### src/flash_guard_pkg.sv
// constants, opcodes and status layout for the serial flash command front end
// assumes a single system clock at the rate named below; no timescale here
package flash_guard_pkg;

  // ==========================================================================
  // opcodes
  localparam logic [7:0] OP_WRITE_ENABLE = 8'h06;
  localparam logic [7:0] OP_WRITE_DISABLE = 8'h04;
  localparam logic [7:0] OP_READ_SR1 = 8'h05;
  localparam logic [7:0] OP_READ_SR2 = 8'h35;
  localparam logic [7:0] OP_READ_SR3 = 8'h15;
  localparam logic [7:0] OP_WRITE_SR1 = 8'h01;
  localparam logic [7:0] OP_WRITE_SR2 = 8'h31;
  localparam logic [7:0] OP_WRITE_SR3 = 8'h11;
  localparam logic [7:0] OP_PAGE_PROG = 8'h02;
  localparam logic [7:0] OP_QUAD_PROG = 8'h32;
  localparam logic [7:0] OP_SECT_ERASE = 8'h20;
  localparam logic [7:0] OP_BLK32_ERASE = 8'h52;
  localparam logic [7:0] OP_BLK64_ERASE = 8'hd8;
  localparam logic [7:0] OP_CHIP_ERASE = 8'hc7;
  localparam logic [7:0] OP_CHIP_ERASE_ALT = 8'h60;
  localparam logic [7:0] OP_POWER_DOWN = 8'hb9;
  localparam logic [7:0] OP_RELEASE_PD = 8'hab;
  localparam logic [7:0] OP_RESET_ENABLE = 8'h66;
  localparam logic [7:0] OP_RESET = 8'h99;
  localparam logic [7:0] OP_BLOCK_UNLOCK = 8'h39;
  localparam logic [7:0] OP_BLOCK_LOCK = 8'h36;
  localparam logic [7:0] OP_SUSPEND = 8'h75;
  localparam logic [7:0] OP_READ = 8'h03;
  localparam logic [7:0] OP_FAST_READ = 8'h0b;
  localparam logic [7:0] OP_DUAL_OUT = 8'h3b;
  localparam logic [7:0] OP_DUAL_IO = 8'hbb;
  localparam logic [7:0] OP_QUAD_OUT = 8'h6b;
  localparam logic [7:0] OP_QUAD_IO = 8'heb;

  // ==========================================================================
  // status bit positions and reset values
  localparam int SR1_BUSY_BIT = 0;
  localparam int SR1_WEL_BIT = 1;
  localparam int SR1_BP_LSB = 2;
  localparam int SR1_TB_BIT = 5;
  localparam int SR1_SEC_BIT = 6;
  localparam int SR1_SRP_BIT = 7;
  localparam int SR2_SRL_BIT = 0;
  localparam int SR2_QE_BIT = 1;
  localparam int SR2_CMP_BIT = 6;
  localparam int SR3_WPS_BIT = 2;
  localparam logic [2:0] BP_RESET = 3'h0;
  localparam logic FLAG_RESET = 1'b0;

  // ==========================================================================
  // framing and geometry
  localparam logic [4:0] OPC_LAST_BIT = 5'h07;
  localparam logic [4:0] ADDR_BITS = 5'h18;
  localparam logic [4:0] BYTE_BITS = 5'h08;
  localparam logic [3:0] DUMMY_FAST = 4'h8;
  localparam logic [3:0] DUMMY_DUAL_IO = 4'h4;
  localparam logic [3:0] DUMMY_QUAD_IO = 4'h6;
  localparam logic [5:0] LAST_BLOCK = 6'h3f;
  localparam int LOCK_SECTORS = 32;
  localparam int LOCK_BLOCKS = 62;
  localparam int LOCK_BITS = LOCK_SECTORS + LOCK_BLOCKS;
  localparam logic [LOCK_BITS-1:0] LOCK_RESET = {LOCK_BITS{1'b1}};

  // ==========================================================================
  // timing
  localparam int SYS_CLK_MHZ = 20;
  localparam int T_SW_RESET_NS = 30000;
  localparam int SW_RESET_CYCLES = (T_SW_RESET_NS * SYS_CLK_MHZ + 999) / 1000;

  // ==========================================================================
  // front end states
  typedef enum logic [6:0] {
    ST_IDLE  = 7'b000_0001,
    ST_OPC   = 7'b000_0010,
    ST_ADDR  = 7'b000_0100,
    ST_DUMMY = 7'b000_1000,
    ST_DIN   = 7'b001_0000,
    ST_DOUT  = 7'b010_0000,
    ST_WAIT  = 7'b100_0000
  } st_t;

endpackage

### src/pin_sync.sv
// two-stage synchroniser with edge detection for pins from outside sys_clk
// assumes inputs change slower than a few system clocks
`timescale 1ns/100ps
module pin_sync #(
  parameter int WIDTH = 1,
  parameter logic [WIDTH-1:0] INIT = '0
) (
  input wire logic clk,
  input wire logic rstn,
  input wire logic [WIDTH-1:0] din,
  output logic [WIDTH-1:0] level,
  output logic [WIDTH-1:0] rise,
  output logic [WIDTH-1:0] fall
);

  logic [WIDTH-1:0] meta_q;
  logic [WIDTH-1:0] sync_q;
  logic [WIDTH-1:0] prev_q;

  // ==========================================================================
  // first stage feeds only the second; edges come from stages two and three
  always_ff @(posedge clk or negedge rstn) begin
    if (!rstn) begin
      meta_q <= INIT;
      sync_q <= INIT;
      prev_q <= INIT;
    end else begin
      meta_q <= din;
      sync_q <= meta_q;
      prev_q <= sync_q;
    end
  end

  assign level = sync_q;
  assign rise = sync_q & ~prev_q;
  assign fall = ~sync_q & prev_q;

endmodule

### src/flash_guard.sv
// serial flash command front end: opcode capture, gating and write protection
// assumes the host clock is at least 8 system clocks per period
`timescale 1ns/100ps

module flash_guard import flash_guard_pkg::*; #(
  parameter int PUW_CYCLES = 20000,
  parameter int BUSY_CYCLES = 200,
  parameter logic [7:0] FILL_BYTE = 8'hff
) (
  input wire logic sys_clk,
  input wire logic rstn,
  input wire logic reset_pin_n,
  input wire logic sclk,
  input wire logic cs_n,
  input wire logic [3:0] io_in,
  output logic [3:0] io_out,
  output logic [3:0] io_oe
);

  // ==========================================================================
  // decode helpers
  function automatic logic is_prog(input logic [7:0] op);
    return op == OP_PAGE_PROG || op == OP_QUAD_PROG;
  endfunction
  function automatic logic is_erase(input logic [7:0] op);
    return op == OP_SECT_ERASE || op == OP_BLK32_ERASE || op == OP_BLK64_ERASE ||
           op == OP_CHIP_ERASE || op == OP_CHIP_ERASE_ALT;
  endfunction
  function automatic logic is_chip(input logic [7:0] op);
    return op == OP_CHIP_ERASE || op == OP_CHIP_ERASE_ALT;
  endfunction
  function automatic logic is_wsr(input logic [7:0] op);
    return op == OP_WRITE_SR1 || op == OP_WRITE_SR2 || op == OP_WRITE_SR3;
  endfunction
  function automatic logic is_rsr(input logic [7:0] op);
    return op == OP_READ_SR1 || op == OP_READ_SR2 || op == OP_READ_SR3;
  endfunction
  function automatic logic is_read(input logic [7:0] op);
    return op == OP_READ || op == OP_FAST_READ || op == OP_DUAL_OUT || op == OP_DUAL_IO ||
           op == OP_QUAD_OUT || op == OP_QUAD_IO;
  endfunction
  function automatic logic is_lockop(input logic [7:0] op);
    return op == OP_BLOCK_UNLOCK || op == OP_BLOCK_LOCK;
  endfunction
  function automatic logic [2:0] addr_lanes(input logic [7:0] op);
    return (op == OP_DUAL_IO) ? 3'h2 : (op == OP_QUAD_IO) ? 3'h4 : 3'h1;
  endfunction
  function automatic logic [2:0] data_lanes(input logic [7:0] op);
    if (op == OP_DUAL_OUT || op == OP_DUAL_IO) begin
      return 3'h2;
    end
    return (op == OP_QUAD_OUT || op == OP_QUAD_IO || op == OP_QUAD_PROG) ? 3'h4 : 3'h1;
  endfunction
  function automatic logic [3:0] dummy_of(input logic [7:0] op);
    if (op == OP_FAST_READ || op == OP_DUAL_OUT || op == OP_QUAD_OUT) begin
      return DUMMY_FAST;
    end
    return (op == OP_DUAL_IO) ? DUMMY_DUAL_IO : (op == OP_QUAD_IO) ? DUMMY_QUAD_IO : 4'h0;
  endfunction
  function automatic logic [23:0] shift_in(input logic [23:0] v, input logic [2:0] ln, input logic [3:0] io);
    if (ln == 3'h4) begin
      return {v[19:0], io};
    end
    return (ln == 3'h2) ? {v[21:0], io[1:0]} : {v[22:0], io[0]};
  endfunction
  // edge sectors 0..31, middle blocks from 32 upward
  function automatic logic [6:0] lock_index(input logic [23:0] a);
    if (a[21:16] == 6'h00) begin
      return {3'h0, a[15:12]};
    end
    if (a[21:16] == LAST_BLOCK) begin
      return {3'h1, a[15:12]};
    end
    return 7'(LOCK_SECTORS) + {1'b0, a[21:16]} - 7'h01;
  endfunction

  // ==========================================================================
  // pin synchronisers; hardware reset pin idles high
  logic [6:0] pin_lvl;
  logic [6:0] pin_rise;
  logic [6:0] pin_fall;
  pin_sync #(.WIDTH(7), .INIT(7'h60)) u_sync (
    .clk(sys_clk),
    .rstn(rstn),
    .din({reset_pin_n, cs_n, sclk, io_in}),
    .level(pin_lvl),
    .rise(pin_rise),
    .fall(pin_fall)
  );

  st_t st_q;
  logic [7:0] opc_q;
  logic [23:0] addr_q;
  logic [7:0] din_q;
  logic [4:0] cnt_q;
  logic [2:0] lanes_q;
  logic [3:0] dummy_q;
  logic armed_q;
  logic wel_q;
  logic busy_q;
  logic pd_q;
  logic arm_rst_q;
  logic [31:0] busy_cnt_q;
  logic [31:0] puw_cnt_q;
  logic [9:0] rst_cnt_q;
  logic [2:0] bp_q;
  logic tb_q;
  logic sec_q;
  logic srp_q;
  logic srl_q;
  logic qe_q;
  logic cmp_q;
  logic wps_q;
  logic [LOCK_BITS-1:0] lock_q;
  logic [7:0] out_byte_q;
  logic [3:0] out_left_q;
  logic [3:0] io_out_q;
  logic [3:0] io_oe_q;

  // ==========================================================================
  // pin roles; edges only count while selected so either idle clock level works
  wire [3:0] io_s = pin_lvl[3:0];
  wire sel = !pin_lvl[5];
  wire sclk_rise = sel && pin_rise[4];
  wire sclk_fall = sel && pin_fall[4];
  wire cs_fall = pin_fall[5];
  wire cs_rise = pin_rise[5];
  wire hw_rst = !pin_lvl[6];
  wire wp_n = io_s[2];

  // ==========================================================================
  // instruction gating at the eighth opcode bit
  wire [7:0] op_new = {opc_q[6:0], io_s[0]};
  wire rst_active = rst_cnt_q != 10'h000;
  wire puw_active = puw_cnt_q != 32'h0;
  wire opc_last = st_q == ST_OPC && sclk_rise && cnt_q == OPC_LAST_BIT;
  wire need_wel = is_prog(op_new) || is_erase(op_new) || is_wsr(op_new) || is_lockop(op_new);
  wire puw_block = op_new == OP_WRITE_ENABLE || is_prog(op_new) || is_erase(op_new) || is_wsr(op_new);
  wire need_quad = op_new == OP_QUAD_OUT || op_new == OP_QUAD_IO || op_new == OP_QUAD_PROG;
  wire busy_ok = is_rsr(op_new) || op_new == OP_SUSPEND;
  wire op_allowed = rst_active ? 1'b0 :
                    pd_q ? (op_new == OP_RELEASE_PD) :
                    busy_q ? busy_ok :
                    !(puw_active && puw_block) &&
                    !(need_wel && !wel_q) && !(need_quad && !qe_q);
  wire cmd_accept = opc_last && op_allowed;
  wire [4:0] cnt_step = cnt_q + {2'b00, lanes_q};
  wire [23:0] addr_next = shift_in(addr_q, lanes_q, io_s);
  wire [23:0] din_next = shift_in({16'h0000, din_q}, lanes_q, io_s);

  // ==========================================================================
  // protection decisions at chip select rise
  wire exec = cs_rise && armed_q;
  wire [6:0] lidx = lock_index(addr_q);
  wire region_locked = is_chip(opc_q) ? (|lock_q) : lock_q[lidx];
  wire bp_prot = (bp_q != 3'h0) ^ cmp_q;
  wire array_prot = wps_q ? region_locked : bp_prot;
  wire sr_locked = srl_q || (srp_q && !wp_n && !qe_q);
  wire array_go = exec && (is_prog(opc_q) || is_erase(opc_q)) && !array_prot;
  wire sr_go = exec && is_wsr(opc_q) && !sr_locked;
  wire busy_start = array_go || sr_go;
  wire sw_reset_go = exec && opc_q == OP_RESET && arm_rst_q;
  wire [7:0] sr1 = {srp_q, sec_q, tb_q, bp_q, wel_q, busy_q};
  wire [7:0] sr2 = {1'b0, cmp_q, 4'h0, qe_q, srl_q};
  wire [7:0] sr3 = {5'h00, wps_q, 2'h0};
  wire [7:0] src_byte = (opc_q == OP_READ_SR1) ? sr1 : (opc_q == OP_READ_SR2) ? sr2 :
                        (opc_q == OP_READ_SR3) ? sr3 : FILL_BYTE;

  // ==========================================================================
  // framing state machine; select rise always aborts back to idle
  always_ff @(posedge sys_clk or negedge rstn) begin
    if (!rstn) begin
      st_q <= ST_IDLE;
      opc_q <= 8'h00;
      addr_q <= 24'h00_0000;
      din_q <= 8'h00;
      cnt_q <= 5'h00;
      lanes_q <= 3'h1;
      dummy_q <= 4'h0;
      armed_q <= 1'b0;
    end else if (hw_rst || cs_rise) begin
      st_q <= ST_IDLE;
      armed_q <= 1'b0;
    end else begin
      case (st_q)
        ST_IDLE: begin
          if (cs_fall) begin
            st_q <= ST_OPC;
            cnt_q <= 5'h00;
            lanes_q <= 3'h1;
          end
        end
        ST_OPC: begin
          if (sclk_rise) begin
            opc_q <= op_new;
            cnt_q <= cnt_q + 5'h01;
            dummy_q <= dummy_of(op_new);
            if (cnt_q == OPC_LAST_BIT) begin
              cnt_q <= 5'h00;
              if (!op_allowed) begin
                st_q <= ST_WAIT;
              end else if (is_read(op_new) || is_prog(op_new) || is_lockop(op_new) ||
                           (is_erase(op_new) && !is_chip(op_new))) begin
                st_q <= ST_ADDR;
                lanes_q <= addr_lanes(op_new);
              end else if (is_wsr(op_new)) begin
                st_q <= ST_DIN;
              end else if (is_rsr(op_new)) begin
                st_q <= ST_DOUT;
              end else begin
                st_q <= ST_WAIT;
                armed_q <= 1'b1;
              end
            end
          end
        end
        ST_ADDR: begin
          if (sclk_rise) begin
            addr_q <= addr_next;
            cnt_q <= cnt_step;
            if (cnt_step == ADDR_BITS) begin
              cnt_q <= 5'h00;
              lanes_q <= data_lanes(opc_q);
              if (is_read(opc_q)) begin
                st_q <= (dummy_q == 4'h0) ? ST_DOUT : ST_DUMMY;
              end else begin
                st_q <= is_prog(opc_q) ? ST_DIN : ST_WAIT;
                armed_q <= 1'b1;
              end
            end
          end
        end
        ST_DUMMY: begin
          if (sclk_rise) begin
            cnt_q <= cnt_q + 5'h01;
            if (cnt_q + 5'h01 == {1'b0, dummy_q}) begin
              st_q <= ST_DOUT;
            end
          end
        end
        ST_DIN: begin
          if (sclk_rise) begin
            din_q <= din_next[7:0];
            cnt_q <= (cnt_step == BYTE_BITS) ? 5'h00 : cnt_step;
            if (cnt_step == BYTE_BITS && is_wsr(opc_q)) begin
              st_q <= ST_WAIT; // extra status bytes ignored
              armed_q <= 1'b1;
            end
          end
        end
        default: begin
        end
      endcase
    end
  end

  // ==========================================================================
  // latch, busy, power-down and reset timers
  always_ff @(posedge sys_clk or negedge rstn) begin
    if (!rstn) begin
      wel_q <= FLAG_RESET;
      busy_q <= 1'b0;
      pd_q <= 1'b0;
      arm_rst_q <= 1'b0;
      busy_cnt_q <= 32'h0;
      rst_cnt_q <= 10'h000;
      puw_cnt_q <= 32'(PUW_CYCLES);
    end else if (hw_rst) begin
      wel_q <= 1'b0;
      busy_q <= 1'b0;
      pd_q <= 1'b0;
      arm_rst_q <= 1'b0;
      rst_cnt_q <= 10'h000;
    end else begin
      puw_cnt_q <= puw_active ? puw_cnt_q - 32'h1 : puw_cnt_q;
      rst_cnt_q <= rst_active ? rst_cnt_q - 10'h001 : rst_cnt_q;
      // reset-enable only survives until the very next instruction
      if (cs_rise && st_q != ST_IDLE && st_q != ST_OPC) begin
        arm_rst_q <= armed_q && opc_q == OP_RESET_ENABLE;
      end
      if (exec && opc_q == OP_WRITE_ENABLE) begin
        wel_q <= 1'b1;
      end
      if ((exec && opc_q == OP_WRITE_DISABLE) || busy_start) begin
        wel_q <= 1'b0;
      end
      if (exec && opc_q == OP_POWER_DOWN) begin
        pd_q <= 1'b1;
      end
      if (exec && opc_q == OP_RELEASE_PD) begin
        pd_q <= 1'b0;
      end
      if (busy_start) begin
        busy_q <= 1'b1;
        busy_cnt_q <= 32'(BUSY_CYCLES - 1);
      end else if (busy_q) begin
        busy_cnt_q <= busy_cnt_q - 32'h1;
        if (busy_cnt_q == 32'h0) begin
          busy_q <= 1'b0;
          wel_q <= 1'b0;
        end
      end
      if (sw_reset_go) begin
        rst_cnt_q <= 10'(SW_RESET_CYCLES);
        wel_q <= 1'b0;
        busy_q <= 1'b0;
        pd_q <= 1'b0;
        arm_rst_q <= 1'b0;
      end
    end
  end

  // ==========================================================================
  // status bits; srl only drops on a power cycle, so hardware reset keeps it
  always_ff @(posedge sys_clk or negedge rstn) begin
    if (!rstn) begin
      bp_q <= BP_RESET;
      {tb_q, sec_q, srp_q, srl_q, qe_q, cmp_q, wps_q} <= {7{FLAG_RESET}};
    end else if (sr_go && opc_q == OP_WRITE_SR1) begin
      bp_q <= din_q[SR1_BP_LSB+2:SR1_BP_LSB];
      tb_q <= din_q[SR1_TB_BIT];
      sec_q <= din_q[SR1_SEC_BIT];
      srp_q <= din_q[SR1_SRP_BIT];
    end else if (sr_go && opc_q == OP_WRITE_SR2) begin
      srl_q <= srl_q || din_q[SR2_SRL_BIT];
      qe_q <= din_q[SR2_QE_BIT];
      cmp_q <= din_q[SR2_CMP_BIT];
    end else if (sr_go && opc_q == OP_WRITE_SR3) begin
      wps_q <= din_q[SR3_WPS_BIT];
    end
  end

  // ==========================================================================
  // per-region lock bits, all set by any reset
  always_ff @(posedge sys_clk or negedge rstn) begin
    if (!rstn) begin
      lock_q <= LOCK_RESET;
    end else if (hw_rst || sw_reset_go) begin
      lock_q <= LOCK_RESET;
    end else if (exec && is_lockop(opc_q)) begin
      lock_q[lidx] <= (opc_q == OP_BLOCK_LOCK);
    end
  end

  // ==========================================================================
  // output lanes: new bits on each falling edge, released at deselect
  wire [7:0] cur_byte = (out_left_q == 4'h0) ? src_byte : out_byte_q;
  wire [3:0] lane_bits = (lanes_q == 3'h4) ? cur_byte[7:4] :
                         (lanes_q == 3'h2) ? {2'b00, cur_byte[7:6]} : {2'b00, cur_byte[7], 1'b0};
  wire [3:0] lane_oe = (lanes_q == 3'h4) ? 4'hf : (lanes_q == 3'h2) ? 4'h3 : 4'h2;
  always_ff @(posedge sys_clk or negedge rstn) begin
    if (!rstn) begin
      io_out_q <= 4'h0;
      io_oe_q <= 4'h0;
      out_byte_q <= 8'h00;
      out_left_q <= 4'h0;
    end else if (hw_rst || cs_rise || st_q != ST_DOUT) begin
      io_oe_q <= 4'h0;
      out_left_q <= 4'h0;
    end else if (sclk_fall) begin
      io_out_q <= lane_bits;
      io_oe_q <= lane_oe;
      out_byte_q <= cur_byte << lanes_q;
      out_left_q <= ((out_left_q == 4'h0) ? 4'h8 : out_left_q) - {1'b0, lanes_q};
    end
  end

  assign io_out = io_out_q;
  assign io_oe = io_oe_q;
endmodule

### config.mk
export PLATFORM = sky130hd
export DESIGN_NAME = flash_guard
export DESIGN_NICKNAME = d
export VERILOG_FILES = /design/src/flash_guard_pkg.sv /design/src/pin_sync.sv /design/src/flash_guard.sv
export SDC_FILE = /design/constraint.sdc
export NUM_CORES = 1
export LEC_CHECK = 0
export ABC_AREA = 0
export BUFFER_PORTS_ARGS = -buffer_cell sky130_fd_sc_hd__buf_2
export CORE_MARGIN = 4
export CORE_UTILIZATION = 40
export DETAILED_ROUTE_END_ITERATION = 12
export RECOVER_POWER = 50
export SYNTH_ARGS = -nofsm -noshare
export SYNTH_HDL_FRONTEND = slang
export SYNTH_HIERARCHICAL = 1
export SYNTH_SLANG_ARGS = --single-unit
### constraint.sdc
create_clock -name sys_clk -period 3.5 [get_ports sys_clk]
set_clock_uncertainty 0.15 [all_clocks]
set_input_delay 0.7 -clock sys_clk [delete_from_list [all_inputs] [get_ports sys_clk]]
set_output_delay 0.7 -clock sys_clk [all_outputs]
set_load 0.02 [all_outputs]
==> Implementation_results.wiki <==
{| class="wikitable"
! Metric !! Value
|-
| Fraction of the cycle the final worst path needs || 102.3%
|-
| Unrepaired setup endpoints after global routing || yes
|-
| Number of cells on the worst hold path || 1
|-
| Transition time of the tightest slew-check pin || around 2.3 ns
|-
| Critical path type || flop to flop
|-
| Critical path launch point type || flop
|-
| Worst Setup EP || wel_q
|-
| Setup WS post-layout || -0.08076 ns
|-
| Highest clock frequency the design can meet || 0.2793 GHz
|-
| Synthesis Warnings || 6
|-
| Leakage power of the design || 8.355 nW
|-
| Post-DRT Antenna Nets || 0
|-
| Number of buffers added by the clock tree synthesis step || 31
|-
| Synthesized Nets || between 1500 and 2000
|-
| GP Congestion || 1.008
|-
| Sum of net half-perimeters after detailed placement || 35.14 mm
|-
| Final global-route overflow total || 0
|-
| Average wire per cell in the routed design || 19.77 µm
|-
| Number of diodes || 0
|-
| Layout Utilization || 47.75%
|-
| Biggest cell delay along the critical path || around 0.44 ns
|-
| Data required time of the worst path || 3.85 ns
|-
| Violated checks || capacitance limit, slew limit, setup timing
|-
| Number of DRC violations after detailed-routing iteration 0 || 1187
|-
| Die span in x || 209.4 µm
|-
| Total of buffers placed on input and output ports || 16
|-
| DR vias || around 15000
|-
| Worst-path clk slew || 0.06 ns
|-
| Final setup violation count || 33
|-
| Gate Count Post-Synth || between 1500 and 2000
|-
| Final hold violation count || 0
|-
| CTS sink count || approximately 270
|-
| Relative max-transition margin || -51.37%
|-
| Maximum buffer depth of the clock tree || 3
|-
| Final Net Count || 1968
|-
| Critical path, cell by cell || ha_2 > and4_4 > a22o_4 > buf_12 > mux2_2 > o31a_1 > a2111oi_4 > o22ai_2 > or3_4 > a221oi_4 > buf_12 > and3_1
|-
| Reg2Reg Depth || 12
|-
| CP Buf/Inv Count || 2
|-
| Average size of a mapped cell || around 8.7 µm²
|-
| Worst reg2reg startpoint || addr_q[16]
|-
| Clock tree from TritonCTS || done
|-
| Power Density || 340.8 nW/µm²
|-
| Netlist area before placement || 16220 µm²
|-
| Initial antenna violation count || 1
|-
| Htree depth || 1
|-
| Global-route wire length before repair || 78.76 mm
|-
| Number of max-slew violations in the final report || 48
|-
| Depth of the critical timing path with buffers and inverters included || 12
|-
| Effective utilization at floorplan || between 40% and 50%
|-
| Core area || about 40000 µm²
|-
| Per-cell via count in the routed design || 5.859
|-
| Maximum number of pins on one net before global-route repair || 116
|-
| Final routed DRC violation total || 0
|-
| CP Capture Type || flop
|-
| Via count of the first global-routing pass || 14140
|-
| Total track usage || 21.78%
|-
| Row count || 73
|-
| Area growth from synthesis to layout || 17.49%
|-
| Ratio of cells with drive above 1 in the final layout || between 20% and 30%
|-
| Critical-path cell with the highest stage delay || sky130_fd_sc_hd__dfrtp_2
|-
| Highest-count cells in the layout ignoring fill and taps || sky130_fd_sc_hd__nand2_1, sky130_fd_sc_hd__dfrtp_1, sky130_fd_sc_hd__buf_4, sky130_fd_sc_hd__o21ai_0, sky130_fd_sc_hd__nor2_1
|-
| Placement Setup Slack || -0.2488 ns
|-
| Number of max-capacitance violations reported || 1
|-
| Most frequent standard cell in the layout excluding fill and tap cells || sky130_fd_sc_hd__nand2_1
|-
| Class of the worst hold path || primary input to flop
|-
| Height of the chip || approximately 210 µm
|-
| Root buffer selected by CTS || sky130_fd_sc_hd__clkbuf_16
|-
| Maximum fanout along the worst path || 11
|-
| Shortest clock period the worst path allows after layout || about 3.6 ns
|-
| Routed wire length || 49.30 mm
|-
| Floorplan die area || ~44000 µm²
|-
| Crit path DAT || 3.93 ns
|-
| Slack of the worst reg-to-reg path || -0.08 ns
|-
| Count of TritonRoute iterations in the first routing pass || 6
|-
| Endpoint of the worst register-to-register path || wel_q
|-
| Cell repeated most along the worst path || sky130_fd_sc_hd__buf_12
|-
| VDD IR-drop max || 0.3403 mV
|-
| Clock latency on the worst-skew pair || 0.57 ns
|-
| Boundary pin count || 17
|-
| Timing startpoint of the critical path || addr_q[16]
|-
| Crit-path leading delay family || compound AO/OA/AOI/OAI gates
|-
| Outcome || finished with violations
|}
==> worst min path at each step <==
stage / from / to / slack [ns]
2_1_floorplan: u_sync/meta_q[0] / u_sync/level[0] / 0.18
5_1_grt: cs_n / u_sync/meta_q[5] / 0.05
3_3_place_gp: u_sync/meta_q[2] / u_sync/level[2] / 0.19
3_5_place_dp: u_sync/meta_q[2] / u_sync/level[2] / 0.19
6_report: io_in[3] / u_sync/meta_q[3] / 0.08
4_1_cts: io_in[3] / u_sync/meta_q[3] / 0.05
==> what timing repair did <==
action	in CTS	in global routing
buffers inserted	5	4
resized for setup	22	45
hold endpoints to repair	21	0
gates cloned	1	0
setup endpoints to repair	37	59
hold buffers	1	0
pin swaps	11	19
==> registers in the layout, indices dropped and copies added, names as in the netlist, 2 cells and up <==
register	cells
opc_q	8
u_sync/level	7
lock_q	94
st_q	7
out_byte_q	8
addr_q	22
rst_cnt_q	10
io_out	4
cnt_q	5
puw_cnt_q	32
u_sync/prev_q	2
bp_q	3
dummy_q	3
u_sync/meta_q	7
din_q	8
busy_cnt_q	32
io_oe	3
out_left_q	4
lanes_q	3
==> stage by stage <==
| stage | setup TNS [ns] | instances | instance area (µm²) | power (mW) | hold WS (ns) |
|---|---|---|---|---|---|
| 2_1_floorplan | -0.005999 | 1860 | 16270 | 3.374 | 0.1812 |
| 3_3_place_gp | -4.793 | 2428 | 17710 | 3.494 | 0.1859 |
| 3_5_place_dp | -7.017 | 2428 | 17710 | 3.500 | 0.1855 |
| 4_1_cts | -0.4201 | 2491 | 18830 | 6.606 | 0.04922 |
| 5_1_grt | -5.744 | 2494 | 19060 | 6.766 | 0.05485 |
| 6_report | -1.125 | 2494 | 19060 | 6.494 | 0.07889 |
==> metal layers <==
metal | vias to the layer above | GRT usage (%) | wire length [µm]
li1 | 6950 | - | -
met1 | 7087 | 30.77 | 22230
met2 | 467 | 34.29 | 22430
met3 | 108 | 3.587 | 3057
met4 | 0 | 7.201 | 1591
met5 | - | 0 | 0
==> worst reg2reg max path, delay by kind of cell (launching register included) <==
family,cells,cell delay [ns]
fa+ha+maj,1,0.20
mux,1,0.27
flops,1,0.44
compound gates,5,1.34
buf+inv,2,0.32
simple gates,3,0.79
==> power breakdown <==
group	switching [mW]	internal, mW
sequential	0.0202	3.20
clock	1.29	1.76
combinational	0.157	0.0740
total	1.47	5.03
==> layout make-up <==
| type | instances | area (µm²) |
|---|---|---|
| inverters | 33 | 126.4 |
| flip-flops and latches | 274 | 6990 |
| repair buffers | 183 | 1450 |
| multi-input cells | 1422 | 8889 |
| clock inverters | 8 | 41.29 |
| fillers | 3792 | 20860 |
| clock buffers | 49 | 904.6 |
| well taps | 525 | 656.9 |
(Power assumes the default switching activity.)
